==> src/vc_arb_pkg.sv <==
// constants for the vc arbitration status and capability register block
// assumes config accesses arrive as dword-aligned extended offsets
package vc_arb_pkg;
  localparam int unsigned ADDR_W = 12;
  localparam logic [11:0] CTRL_OFFSET = 12'h15C;
  localparam logic [11:0] STATE_OFFSET = 12'h15E;
  localparam logic [11:0] CAP_OFFSET = 12'h160;
  localparam logic [11:0] CTRL_DWORD = 12'h15C;
  localparam int unsigned APPLY_BIT = 0;
  localparam int unsigned CHANGED_BIT = 0;
  localparam int unsigned STATE_LANE = 16;
  localparam logic [15:0] STATE_RESET = 16'h0000;
  localparam logic [31:0] CAP_VALUE = 32'h0000_0001;
  localparam logic [7:0] PORT_TABLE_LOCATION = 8'h00;
  localparam logic [6:0] TIME_SLOT_LIMIT = 7'h00;
  localparam logic [7:0] PORT_SCHEME_SUPPORT = 8'h01;
  localparam logic [3:0] REFRESH_CYCLES = 4'h4;
  typedef enum logic [1:0] {IDLE, COPYING} refresh_state_t;
endpackage : vc_arb_pkg

==> src/cfg_if.sv <==
// carrier between the register block and its refresh sequencer
// assumes both ends share i_core_clk
`timescale 1ns/1ps
interface cfg_if;
  logic apply_pulse;
  logic refresh_done;
  logic refresh_busy;
  modport regs (output apply_pulse, input refresh_done, input refresh_busy);
  modport seq (input apply_pulse, output refresh_done, output refresh_busy);
endinterface : cfg_if

==> src/vc_table_refresh.sv <==
// copies the config arbitration table into the working tables
// assumes apply requests come as one-cycle pulses
`timescale 1ns/1ps
module vc_table_refresh
  import vc_arb_pkg::*;
(
  input wire logic i_core_clk, // core clock
  input wire logic i_arst_n, // async reset, active low
  cfg_if.seq cfg, // request and completion
  output logic o_copy_en // working-table copy strobe
);
  typedef struct packed {
    refresh_state_t st;
    logic [3:0] cnt;
    logic done;
  } seq_t;
  seq_t s, next_s;
  always_comb begin
    next_s = s;
    next_s.done = 1'b0;
    unique case (s.st)
      IDLE: if (cfg.apply_pulse) begin
        next_s.st = COPYING;
        next_s.cnt = REFRESH_CYCLES;
      end
      COPYING: if (s.cnt == 4'h1) begin
        next_s.st = IDLE;
        next_s.done = 1'b1;
      end else begin
        next_s.cnt = s.cnt - 4'h1;
      end
    endcase
  end
  always_ff @(posedge i_core_clk or negedge i_arst_n) begin
    if (!i_arst_n) begin
      s <= '{st: IDLE, cnt: 4'h0, done: 1'b0};
    end else begin
      s <= next_s;
    end
  end
  assign cfg.refresh_done = s.done;
  assign cfg.refresh_busy = (s.st == COPYING);
  assign o_copy_en = (s.st == COPYING);
  // done is registered, so it shows one edge after the last copy cycle
  a_refresh_length: assert property (@(posedge i_core_clk) disable iff (!i_arst_n)
    (s.st == IDLE && cfg.apply_pulse) |-> ##5 s.done)
    else $error("refresh length wrong");
endmodule : vc_table_refresh

==> src/vc_arbitration_status_capability_regs.sv <==
// port_vc_state, vc0 resource capability and the control apply strobe
// assumes one config access per cycle, dword address, byte enables
// Summary of operation
// - port vc state is read-only, 16 bits at 15Eh, resets to zero
// - state bits 15:1 always read zero
// - changed flag sets whenever any arbitration table entry is written
// - changed flag clears only after a requested refresh has completed
// - writing one to apply bit at 15Ch starts refresh unless one is already running; bit reads zero
// - vc0 resource capability is read-only at 160h, fixed 0000_0001h
// - port table location bits 31:24 read 00h
// - capability bit 23 reads zero
// - time slot limit bits 22:16 read zero
// - snoop refusal bit 15 reads zero
// - advanced packet only bit 14 reads zero
// - capability bits 13:8 read zero
// - scheme support field: one bit per arbitration scheme
// - scheme support field returns 01h, fixed round-robin only
`timescale 1ns/1ps
module vc_arbitration_status_capability_regs
(
  input wire logic i_core_clk, // core clock, 100 MHz
  input wire logic i_arst_n, // async reset, active low
  input wire logic i_cfg_rd, // config read strobe
  input wire logic i_cfg_wr, // config write strobe
  input wire logic [vc_arb_pkg::ADDR_W-1:0] i_cfg_addr, // dword-aligned offset
  input wire logic [3:0] i_cfg_be, // byte enables
  input wire logic [31:0] i_cfg_wdata, // write data
  input wire logic i_table_write, // an arbitration table entry was written
  output logic [31:0] o_cfg_rdata, // read data, one cycle after read
  output logic o_cfg_rvalid, // read data valid pulse
  output logic o_copy_en // working tables being loaded
);
  import vc_arb_pkg::*;
  typedef struct packed {
    logic changed;
    logic pending;
    logic [31:0] rdata;
    logic rvalid;
    logic copy_en;
  } regs_t;
  regs_t r, next_r;
  cfg_if cfg ();
  logic copy_en_w;
  logic apply;
  logic [31:0] cap_word;
  assign cap_word = {PORT_TABLE_LOCATION, 1'b0, TIME_SLOT_LIMIT,
                     1'b0, 1'b0, 6'h00, PORT_SCHEME_SUPPORT};
  // write to control dword, byte lane 0, bit 0 set requests a refresh
  assign apply = i_cfg_wr && i_cfg_addr == CTRL_DWORD && i_cfg_be[0]
                 && i_cfg_wdata[APPLY_BIT];
  assign cfg.apply_pulse = apply;
  vc_table_refresh u_refresh (
    .i_core_clk(i_core_clk),
    .i_arst_n(i_arst_n),
    .cfg(cfg.seq),
    .o_copy_en(copy_en_w)
  );
  always_comb begin
    next_r = r;
    next_r.rvalid = i_cfg_rd;
    next_r.copy_en = copy_en_w;
    // a refresh only clears the flag if it was asked for
    if (apply) begin
      next_r.pending = 1'b1;
    end else if (cfg.refresh_done) begin
      next_r.pending = 1'b0;
    end
    if (cfg.refresh_done && r.pending) begin
      next_r.changed = 1'b0;
    end
    // a table write in the same cycle as completion wins
    if (i_table_write) begin
      next_r.changed = 1'b1;
    end
    next_r.rdata = 32'h0000_0000;
    if (i_cfg_rd) begin
      unique case (i_cfg_addr)
        CTRL_DWORD: next_r.rdata = {15'h0000, r.changed, 16'h0000};
        CAP_OFFSET: next_r.rdata = cap_word;
        default: next_r.rdata = 32'h0000_0000;
      endcase
    end
  end
  always_ff @(posedge i_core_clk or negedge i_arst_n) begin
    if (!i_arst_n) begin
      r <= '{changed: STATE_RESET[CHANGED_BIT], pending: 1'b0, rdata: 32'h0000_0000,
             rvalid: 1'b0, copy_en: 1'b0};
    end else begin
      r <= next_r;
    end
  end
  assign o_cfg_rdata = r.rdata;
  assign o_cfg_rvalid = r.rvalid;
  assign o_copy_en = r.copy_en;

  // capability word: every field is a fixed constant
  a_cap_fixed: assert property (@(posedge i_core_clk) disable iff (!i_arst_n)
    (i_cfg_rd && i_cfg_addr == CAP_OFFSET)
    |=> o_cfg_rdata == 32'h0000_0001)
    else $error("capability value wrong");
  a_cap_location: assert property (@(posedge i_core_clk) disable iff (!i_arst_n)
    (i_cfg_rd && i_cfg_addr == CAP_OFFSET)
    |=> o_cfg_rdata[31:24] == 8'h00)
    else $error("port table location not zero");
  a_cap_bit23: assert property (@(posedge i_core_clk) disable iff (!i_arst_n)
    (i_cfg_rd && i_cfg_addr == CAP_OFFSET)
    |=> o_cfg_rdata[23] == 1'b0)
    else $error("capability bit 23 set");
  a_cap_slots: assert property (@(posedge i_core_clk) disable iff (!i_arst_n)
    (i_cfg_rd && i_cfg_addr == CAP_OFFSET)
    |=> o_cfg_rdata[22:16] == 7'h00)
    else $error("time slot limit not zero");
  a_cap_snoop: assert property (@(posedge i_core_clk) disable iff (!i_arst_n)
    (i_cfg_rd && i_cfg_addr == CAP_OFFSET)
    |=> o_cfg_rdata[15] == 1'b0)
    else $error("snoop refusal bit set");
  a_cap_packet_only: assert property (@(posedge i_core_clk) disable iff (!i_arst_n)
    (i_cfg_rd && i_cfg_addr == CAP_OFFSET)
    |=> o_cfg_rdata[14] == 1'b0)
    else $error("advanced packet only bit set");
  a_cap_reserved: assert property (@(posedge i_core_clk) disable iff (!i_arst_n)
    (i_cfg_rd && i_cfg_addr == CAP_OFFSET)
    |=> o_cfg_rdata[13:8] == 6'h00)
    else $error("capability reserved bits set");
  a_cap_schemes: assert property (@(posedge i_core_clk) disable iff (!i_arst_n)
    (i_cfg_rd && i_cfg_addr == CAP_OFFSET)
    |=> o_cfg_rdata[7:6] == 2'b00)
    else $error("reserved scheme bits set");
  a_cap_round_robin: assert property (@(posedge i_core_clk) disable iff (!i_arst_n)
    (i_cfg_rd && i_cfg_addr == CAP_OFFSET)
    |=> o_cfg_rdata[7:0] == 8'h01)
    else $error("scheme support not round-robin only");
  a_cap_not_written: assert property (@(posedge i_core_clk) disable iff (!i_arst_n)
    (i_cfg_wr && i_cfg_addr == CAP_OFFSET) ##2 (i_cfg_rd && i_cfg_addr == CAP_OFFSET)
    |=> o_cfg_rdata == 32'h0000_0001)
    else $error("capability changed by write");

  // shared control and state dword, read timing
  a_state_reserved: assert property (@(posedge i_core_clk) disable iff (!i_arst_n)
    (i_cfg_rd && i_cfg_addr == CTRL_DWORD)
    |=> o_cfg_rdata[31:17] == 15'h0000)
    else $error("state reserved bits set");
  a_apply_reads_zero: assert property (@(posedge i_core_clk) disable iff (!i_arst_n)
    (i_cfg_rd && i_cfg_addr == CTRL_DWORD)
    |=> o_cfg_rdata[0] == 1'b0)
    else $error("apply bit read back");
  a_ctrl_half_zero: assert property (@(posedge i_core_clk) disable iff (!i_arst_n)
    (i_cfg_rd && i_cfg_addr == CTRL_DWORD)
    |=> o_cfg_rdata[15:0] == 16'h0000)
    else $error("control half not zero");
  a_read_visible: assert property (@(posedge i_core_clk) disable iff (!i_arst_n)
    (i_cfg_rd && i_cfg_addr == CTRL_DWORD)
    |=> o_cfg_rdata[16] == $past(r.changed))
    else $error("state read mismatch");
  a_rvalid_timing: assert property (@(posedge i_core_clk) disable iff (!i_arst_n)
    i_cfg_rd
    |=> o_cfg_rvalid)
    else $error("read answer late");
  a_rvalid_pulse: assert property (@(posedge i_core_clk) disable iff (!i_arst_n)
    !i_cfg_rd
    |=> !o_cfg_rvalid)
    else $error("read valid without read");
  a_rdata_idle: assert property (@(posedge i_core_clk) disable iff (!i_arst_n)
    !i_cfg_rd
    |=> o_cfg_rdata == 32'h0000_0000)
    else $error("read data not zero when idle");
  a_unmapped_zero: assert property (@(posedge i_core_clk) disable iff (!i_arst_n)
    (i_cfg_rd && i_cfg_addr != CTRL_DWORD && i_cfg_addr != CAP_OFFSET)
    |=> o_cfg_rdata == 32'h0000_0000)
    else $error("unmapped read not zero");

  // changed flag: set by table writes, cleared only by a requested refresh
  a_flag_sets: assert property (@(posedge i_core_clk) disable iff (!i_arst_n)
    i_table_write
    |=> r.changed)
    else $error("changed flag not set");
  a_flag_holds: assert property (@(posedge i_core_clk) disable iff (!i_arst_n)
    (r.changed && !(cfg.refresh_done && r.pending))
    |=> r.changed)
    else $error("changed flag cleared early");
  a_flag_clears: assert property (@(posedge i_core_clk) disable iff (!i_arst_n)
    (r.changed && apply && !i_table_write) ##1 (!i_table_write)[*6]
    |-> !r.changed)
    else $error("changed flag not cleared");
  a_flag_fall_cause: assert property (@(posedge i_core_clk) disable iff (!i_arst_n)
    $fell(r.changed)
    |-> ($past(cfg.refresh_done) && $past(r.pending)))
    else $error("changed flag cleared without refresh");
  a_pending_on_apply: assert property (@(posedge i_core_clk) disable iff (!i_arst_n)
    apply
    |=> r.pending)
    else $error("refresh request not remembered");
  a_pending_clears: assert property (@(posedge i_core_clk) disable iff (!i_arst_n)
    (cfg.refresh_done && !apply)
    |=> !r.pending)
    else $error("refresh request not retired");
  a_read_no_effect: assert property (@(posedge i_core_clk) disable iff (!i_arst_n)
    (i_cfg_rd && !i_table_write && !cfg.refresh_done)
    |=> r.changed == $past(r.changed))
    else $error("read disturbed flag");
  a_write_no_effect: assert property (@(posedge i_core_clk) disable iff (!i_arst_n)
    (i_cfg_wr && !i_table_write && !cfg.refresh_done)
    |=> r.changed == $past(r.changed))
    else $error("write disturbed flag");

  // refresh launch and working-table copy strobe
  a_apply_starts: assert property (@(posedge i_core_clk) disable iff (!i_arst_n)
    (apply && !cfg.refresh_busy)
    |=> cfg.refresh_busy)
    else $error("refresh not started");
  a_partial_write: assert property (@(posedge i_core_clk) disable iff (!i_arst_n)
    (i_cfg_wr && !(i_cfg_be[0] && i_cfg_wdata[APPLY_BIT]) && !cfg.refresh_busy)
    |=> !cfg.refresh_busy)
    else $error("refresh started without apply");
  a_copy_on_busy: assert property (@(posedge i_core_clk) disable iff (!i_arst_n)
    cfg.refresh_busy
    |=> o_copy_en)
    else $error("copy strobe missing");
  a_copy_off_idle: assert property (@(posedge i_core_clk) disable iff (!i_arst_n)
    !cfg.refresh_busy
    |=> !o_copy_en)
    else $error("copy strobe without refresh");

  c_table_write: cover property (@(posedge i_core_clk) i_table_write);
  c_refresh: cover property (@(posedge i_core_clk) r.changed ##1 apply ##[1:8] !r.changed);
  c_cap_read: cover property (@(posedge i_core_clk) i_cfg_rd && i_cfg_addr == CAP_OFFSET);
  c_set_wins: cover property (@(posedge i_core_clk)
    i_table_write && cfg.refresh_done && r.pending);
  c_partial_write: cover property (@(posedge i_core_clk)
    i_cfg_wr && !i_cfg_be[0] && i_cfg_wdata[APPLY_BIT]);
endmodule : vc_arbitration_status_capability_regs

==> config.mk <==
export PLATFORM = sky130hd
export DESIGN_NAME = vc_arbitration_status_capability_regs
export DESIGN_NICKNAME = d
export VERILOG_FILES = /design/src/vc_arb_pkg.sv /design/src/cfg_if.sv /design/src/vc_table_refresh.sv /design/src/vc_arbitration_status_capability_regs.sv
export SDC_FILE = /design/constraint.sdc
export NUM_CORES = 1
export LEC_CHECK = 0
export BUFFER_PORTS_ARGS = -buffer_cell sky130_fd_sc_hd__buf_2
export CAP_MARGIN = 0
export CELL_PAD_IN_SITES_DETAIL_PLACEMENT = 1
export CELL_PAD_IN_SITES_GLOBAL_PLACEMENT = 2
export CORE_ASPECT_RATIO = 1.4
export CORE_MARGIN = 2
export CORE_UTILIZATION = 15
export CTS_CLUSTER_SIZE = 20
export DETAILED_ROUTE_END_ITERATION = 8
export PLACE_DENSITY_LB_ADDON = 0.1
export SETUP_SLACK_MARGIN = 0.5
export SLEW_MARGIN = 0
export SYNTH_ARGS = -nofsm -noshare
export SYNTH_HDL_FRONTEND = slang
export SYNTH_SLANG_ARGS = --single-unit
export TNS_END_PERCENT = 5
==> constraint.sdc <==
create_clock -name i_core_clk -period 1.4 [get_ports i_core_clk]
set_input_delay 0 -clock i_core_clk [delete_from_list [all_inputs] [get_ports i_core_clk]]
set_output_delay 0 -clock i_core_clk [all_outputs]
set_load 0.05 [all_outputs]
# Word level (Yosys, flattened, before mapping)
# Index checks and enable logic that the tools add are counted.
[totals] ff_bits=43 in_bits=53 output_inout_bits=34 wordCells=37
[classes] n_addsub=1 eq_ne=7 n_mux=12 reduce_logical=9
[ops] op="$pmux 17 s2" n=1
[ops] op="$eq 12x9->1 const B" n=2
[ops] op="$mux 17" n=1
[ops] op="$pmux 6 s2" n=1
[ops] op="$mux 1" n=6
[ops] op="$mux 6" n=1
[ops] op="$eq 4x1->1 const B" n=1
[ops] op="$logic_and 1x1->1" n=4
[ops] op="$mux 4" n=1
[ops] op="$ne 2x2->1 const B" n=2
[ops] op="$reduce_and 2->1" n=2
[ops] op="$reduce_bool 2->1" n=2
[ops] op="$sub 4x1->4 const B" n=1
[ops] op="$eq 2x1->1 const B" n=1
[ops] op="$logic_not 2->1" n=1
[ops] op="$mux 2" n=1
[ops] op="$ne 2x1->1 const B" n=1

# Depth between registers and ports, before layout
[depth] word_depth=6 depth_mapped=6 depth_no_buf=5

# By module
# A second synthesis with hierarchy kept.
[hier_totals] hier_cells=81 area_unflattened_um2=814.5
[by_module_without_submodules] module="vc_arbitration_status_capability_regs" n_inst=1 cells_each=54 area_per_inst_um2=509.2 seq_area_each_um2=150.1
[by_module_without_submodules] module="vc_table_refresh" n_inst=1 cells_each=27 area_per_inst_um2=305.3 seq_area_each_um2=150.1

# Worst setup path before layout
# No wires, ideal clock.
[synth_timing] kind="reg-to-reg" start="reg u_refresh.s[1] (netlist name)" end="reg u_refresh.s[2] (netlist name)" setup_ns=0.134 t_arrival_ns=1.171 required_ns=1.266 slack_ns=0.095 path_stages_with_launch=6 path_buffers=1 synth_period_minus_slack_ns=1.305 path_cell_list="dfrtp_1 ha_1 nand4bb_1 clkbuf_1 mux2i_1 o31ai_1"
[synth_between] elab_chain_len=3 elab_cells_between_ends=6 cone_classes="add/sub (1); eq/ne (2); mux (2); reduce/logical (1)"
[synth_rtl] element="from (decl)" line_no="vc_table_refresh.sv:17" rtl="seq_t s, next_s;"
[synth_rtl] element="from (signal assigned)" line_no="vc_table_refresh.sv:36" rtl="s <= '{st: IDLE, cnt: 4'h0, done: 1'b0};"
[synth_rtl] element="from (signal assigned)" line_no="vc_table_refresh.sv:38" rtl="s <= next_s;"
[synth_rtl] element="$sub 4x1->4 / $eq 4x1->1 (equally long branches)" line_no="vc_table_refresh.sv:30, vc_table_refresh.sv:26"
[synth_rtl] element="$mux 4 / $ne 2x2->1 (equally long branches)"
[synth_rtl] element="$pmux 6 s2 / $reduce_and 2->1 (equally long branches)"
# Parallel ways exist; a longest one is shown, timed or not. The select of a mux whose other input is x is not followed.
# A chain may end at the register's enable or synchronous reset.

# Final worst setup path
[layout_timing] start="reg u_refresh.s[2] (netlist name)" end="reg u_refresh.s[3] (netlist name)"
# The elaborated chain is that of the path after synthesis.

==> impl_metrics.tcl <==
set metrics [dict create \
    outcome "finished, final reports clean" \
    r2r_start "u_refresh.s[2]" \
    tritoncts "yes" \
    tns_ps 0 \
    ys_top_cells_by_area "dfrtp_1 (36%), buf_4 (29%), or4b_4 (3.3%)" \
    dieArea_sq_um 6180 \
    synth_fa_ha_area_share_pct 3.00 \
    crit_path_max_fanout 4 \
    maxCapViolations 0 \
    pwr-share-clk_pct 38.1 \
    hp-start "i_cfg_addr[5]" \
    reg2reg_depth 6 \
    hold_slack_ps 20.6 \
    synth_simple_gate_area_share_pct 16.8 \
    seqPwrFrac_pct 35.8 \
    yosysWarnings 0 \
    r2r_slack_ps 140 \
    arrival_ps 1380 \
    comb_power_share_pct 26.1 \
    vdd_drop_max_v 0.000223 \
    critPathMaxStageDelay_ps 380 \
    power.density_nw_per_um2 926 \
    p_leak_nw 0.557 \
    core_area_sq_um 5450 \
    critPathCaptureType "flop" \
    synth_mux_area_share_pct 2.40 \
    whs_endpoint "o_cfg_rdata[0]" \
    synth_xor_area_share_pct 0 \
    nNetsFinal 177 \
    fill_cells 693 \
    track_usage_pct 6.40 \
    hold_viol 0 \
    crit_type "reg2reg" \
    drt_iter0_drc 13 \
    critPathRequiredTime_ps 1520 \
    drc 0 \
    maxSlewViolCount 0 \
    dp_hpwl_um 1520 \
    place_inst 177 \
    area_growth_pct 29.8 \
    synth_top_cell_by_area "dfrtp_1" \
    instances_no_fill 189 \
    syn_area_per_cell_sq_um 9.82 \
    rsz0062_at_grt "true" \
    drive_above_1_share_pct 35.5 \
    synth_cell_type_count 27 \
    slowest_stage "dfrtp_1" \
    setup_violations 0 \
    htreeDepth 1 \
    synth_compound_area_share_pct 8.55 \
    reg2reg_to "u_refresh.s[3]" \
    switching_share_pct 35.2 \
    grt_max_degree 13 \
    antenna_found_initial 0 \
    cts_sinks 12 \
    p_int_mw 0.650 \
    n_antenna_cell 0 \
    die_x_um 67.0 \
    finClkSkew_ps 3.56 \
    avgRoutedWirePerCell_um 9.86 \
    grt_pass1_vias 638 \
    cp_cell_sequence "inv_2 -> ha_4 -> nand4bb_1 -> buf_4 -> a31oi_1 -> o21ai_1" \
    min_period_over_period_pct 89.9 \
    synth-seq-area-share_pct 36.0 \
    start_util_pct 15.3 \
    synth_area_sq_um 835 \
    yosys.area.top_type_share_pct 36.0 \
    root_buffer "clkbuf_8" \
    clk_pin_slew_ps 60 \
    hold_path_depth 3 \
    ios 87 \
    cts_inserted_buffers 3 \
    grt_pass1_wl_um 3010 \
    clkLatencyLatePin_ps 240 \
    vias 631 \
    grt_remaining_overflow 0 \
    dr.pass1.iters 2 \
    die_y_um 92.3 \
    fmax_mhz 795 \
    rows 32 \
    syn_inst 85 \
    start_kind "flop" \
    gp_congestion 0.694 \
    clockBufferDepth 2 \
    p_switching_mw 0.353 \
    synth_seq_cells 12 \
    synth_top_family_by_area "buffers and inverters" \
    routed_via_density 3.34 \
    port_buffers 22 \
    period_needed_ps 1260 \
    drt-total-wl_um 1860 \
    worstHoldPathType "in2reg" \
    ant_nets 0 \
]
-- power by group through the flow --
| stage | Sequential [mW] | Combinational (mW) | Clock (mW) |
|---|---|---|---|
| after floorplan | 0.370 | 0.257 | 0 |
| after global placement | 0.365 | 0.241 | 0 |
| after detailed placement | 0.365 | 0.242 | 0 |
| after CTS | 0.359 | 0.261 | 0.397 |
| after global routing | 0.360 | 0.278 | 0.412 |
| final | 0.359 | 0.262 | 0.382 |
-- state kept, by name, summed over array words and instances, names as in the netlist --
name / flops
o_copy_en: 1
u_refresh.s: 5
u_refresh.cfg.refresh_done: 1
o_cfg_rdata: 2
r: 2
o_cfg_rvalid: 1
-- synth_stat cells --
master,number
buf_4,32
dfrtp_1,12
inv_1,7
nor2b_1,3
clkbuf_1,2
ha_1,2
mux2i_1,2
nand3_1,2
nor4_2,2
o21ai_1,2
o31ai_1,2
or4b_4,2
a21boi_0,1
a21o_1,1
a31oi_1,1
conb_1,1
nand2_1,1
nand2b_1,1
nand4b_1,1
nand4bb_1,1
nor3_1,1
nor4_1,1
o21a_1,1
o311ai_0,1
o311ai_1,1
or3_1,1
or4_4,1
-- metrics by stage --
stage          power [mW]  instance area [sq um]  worst slack (ps)  utilization [%]
2_1_floorplan       0.627                    945               144                -
5_1_grt              1.05                   1080              35.1             19.9
4_1_cts              1.02                   1080               137             19.9
3_5_place_dp        0.607                    943              9.03             17.3
3_3_place_gp        0.607                    943              16.0             17.3
6_report             1.00                   1080               142             19.9
-- layout make-up --
| class | count | area (sq um) | share of cell area, % |
|---|---|---|---|
| sequential | 12 | 300 | 27.7 |
| tap | 68 | 85.1 | 7.85 |
| multi-input combinational | 61 | 382 | 35.2 |
| clock buffer | 4 | 55.1 | 5.08 |
| timing repair buffer | 37 | 235 | 21.7 |
| inverter | 7 | 26.3 | 2.42 |
-- critical path: cells and delay by family (launching register included) --
family	cells	cell delay (ps)
AOI/OAI and AO/OA	2	240
DFF	1	380
buffers and inverters	2	270
adders and majority gates	1	120
and+or+nand+nor	1	130
-- cells in the final DEF (no fill, tap or decap), drive strengths merged, types with 2 or more instances in the layout --
master | Yosys | layout
o21ai | 2 | 2
conb | 1 | 30
ha | 2 | 2
nor2b | 3 | 3
inv | 7 | 7
buf | 32 | 32
dlygate4sd3 | 0 | 5
dfrtp | 12 | 12
mux2i | 2 | 2
o31ai | 2 | 2
o311ai | 2 | 2
nor4 | 3 | 3
or4b | 2 | 2
clkbuf | 2 | 4
nand3 | 2 | 2
-- per-layer routing --
layer | global-route usage (%) | vias up | share of wire, %
li1 | - | 297 | -
met1 | 7.32 | 298 | 39
met2 | 11.1 | 31 | 52
met3 | 1.47 | 5 | 8.0
met4 | 2.55 | 0 | 1.6
met5 | 0 | - | 0
-- worst max path at each step --
stage | cells after the start | endpoint | startpoint | slack [ps]
2_1_floorplan | 3 | u_refresh.s[3] | i_cfg_addr[1] | 140
3_3_place_gp | 4 | u_refresh.s[3] | i_cfg_addr[1] | 20
3_5_place_dp | 4 | u_refresh.s[3] | i_cfg_addr[1] | 9
4_1_cts | 6 | u_refresh.s[3] | u_refresh.s[2] | 140
5_1_grt | 6 | u_refresh.s[3] | u_refresh.s[2] | 40
6_report | 6 | u_refresh.s[3] | u_refresh.s[2] | 140
-- repair_timing --
item / in CTS / in global routing
pin swaps: 1 / 1
setup buffers: 3 / 0
hold endpoints to repair: 15 / 0
gates resized for setup: 3 / 1
hold buffers: 5 / 0
endpoints found under the setup margin: 9 / 9
-- logic make-up after synthesis --
group                    after synthesis
buffers and inverters                 41
AND/OR/NAND/NOR                       17
flip-flops                            12
AO/OA/AOI/OAI                         10
multiplexers                           2
adder cells (fa/ha/maj)                2
other                                  1
Note: power is estimated with default switching activity, not from simulation.
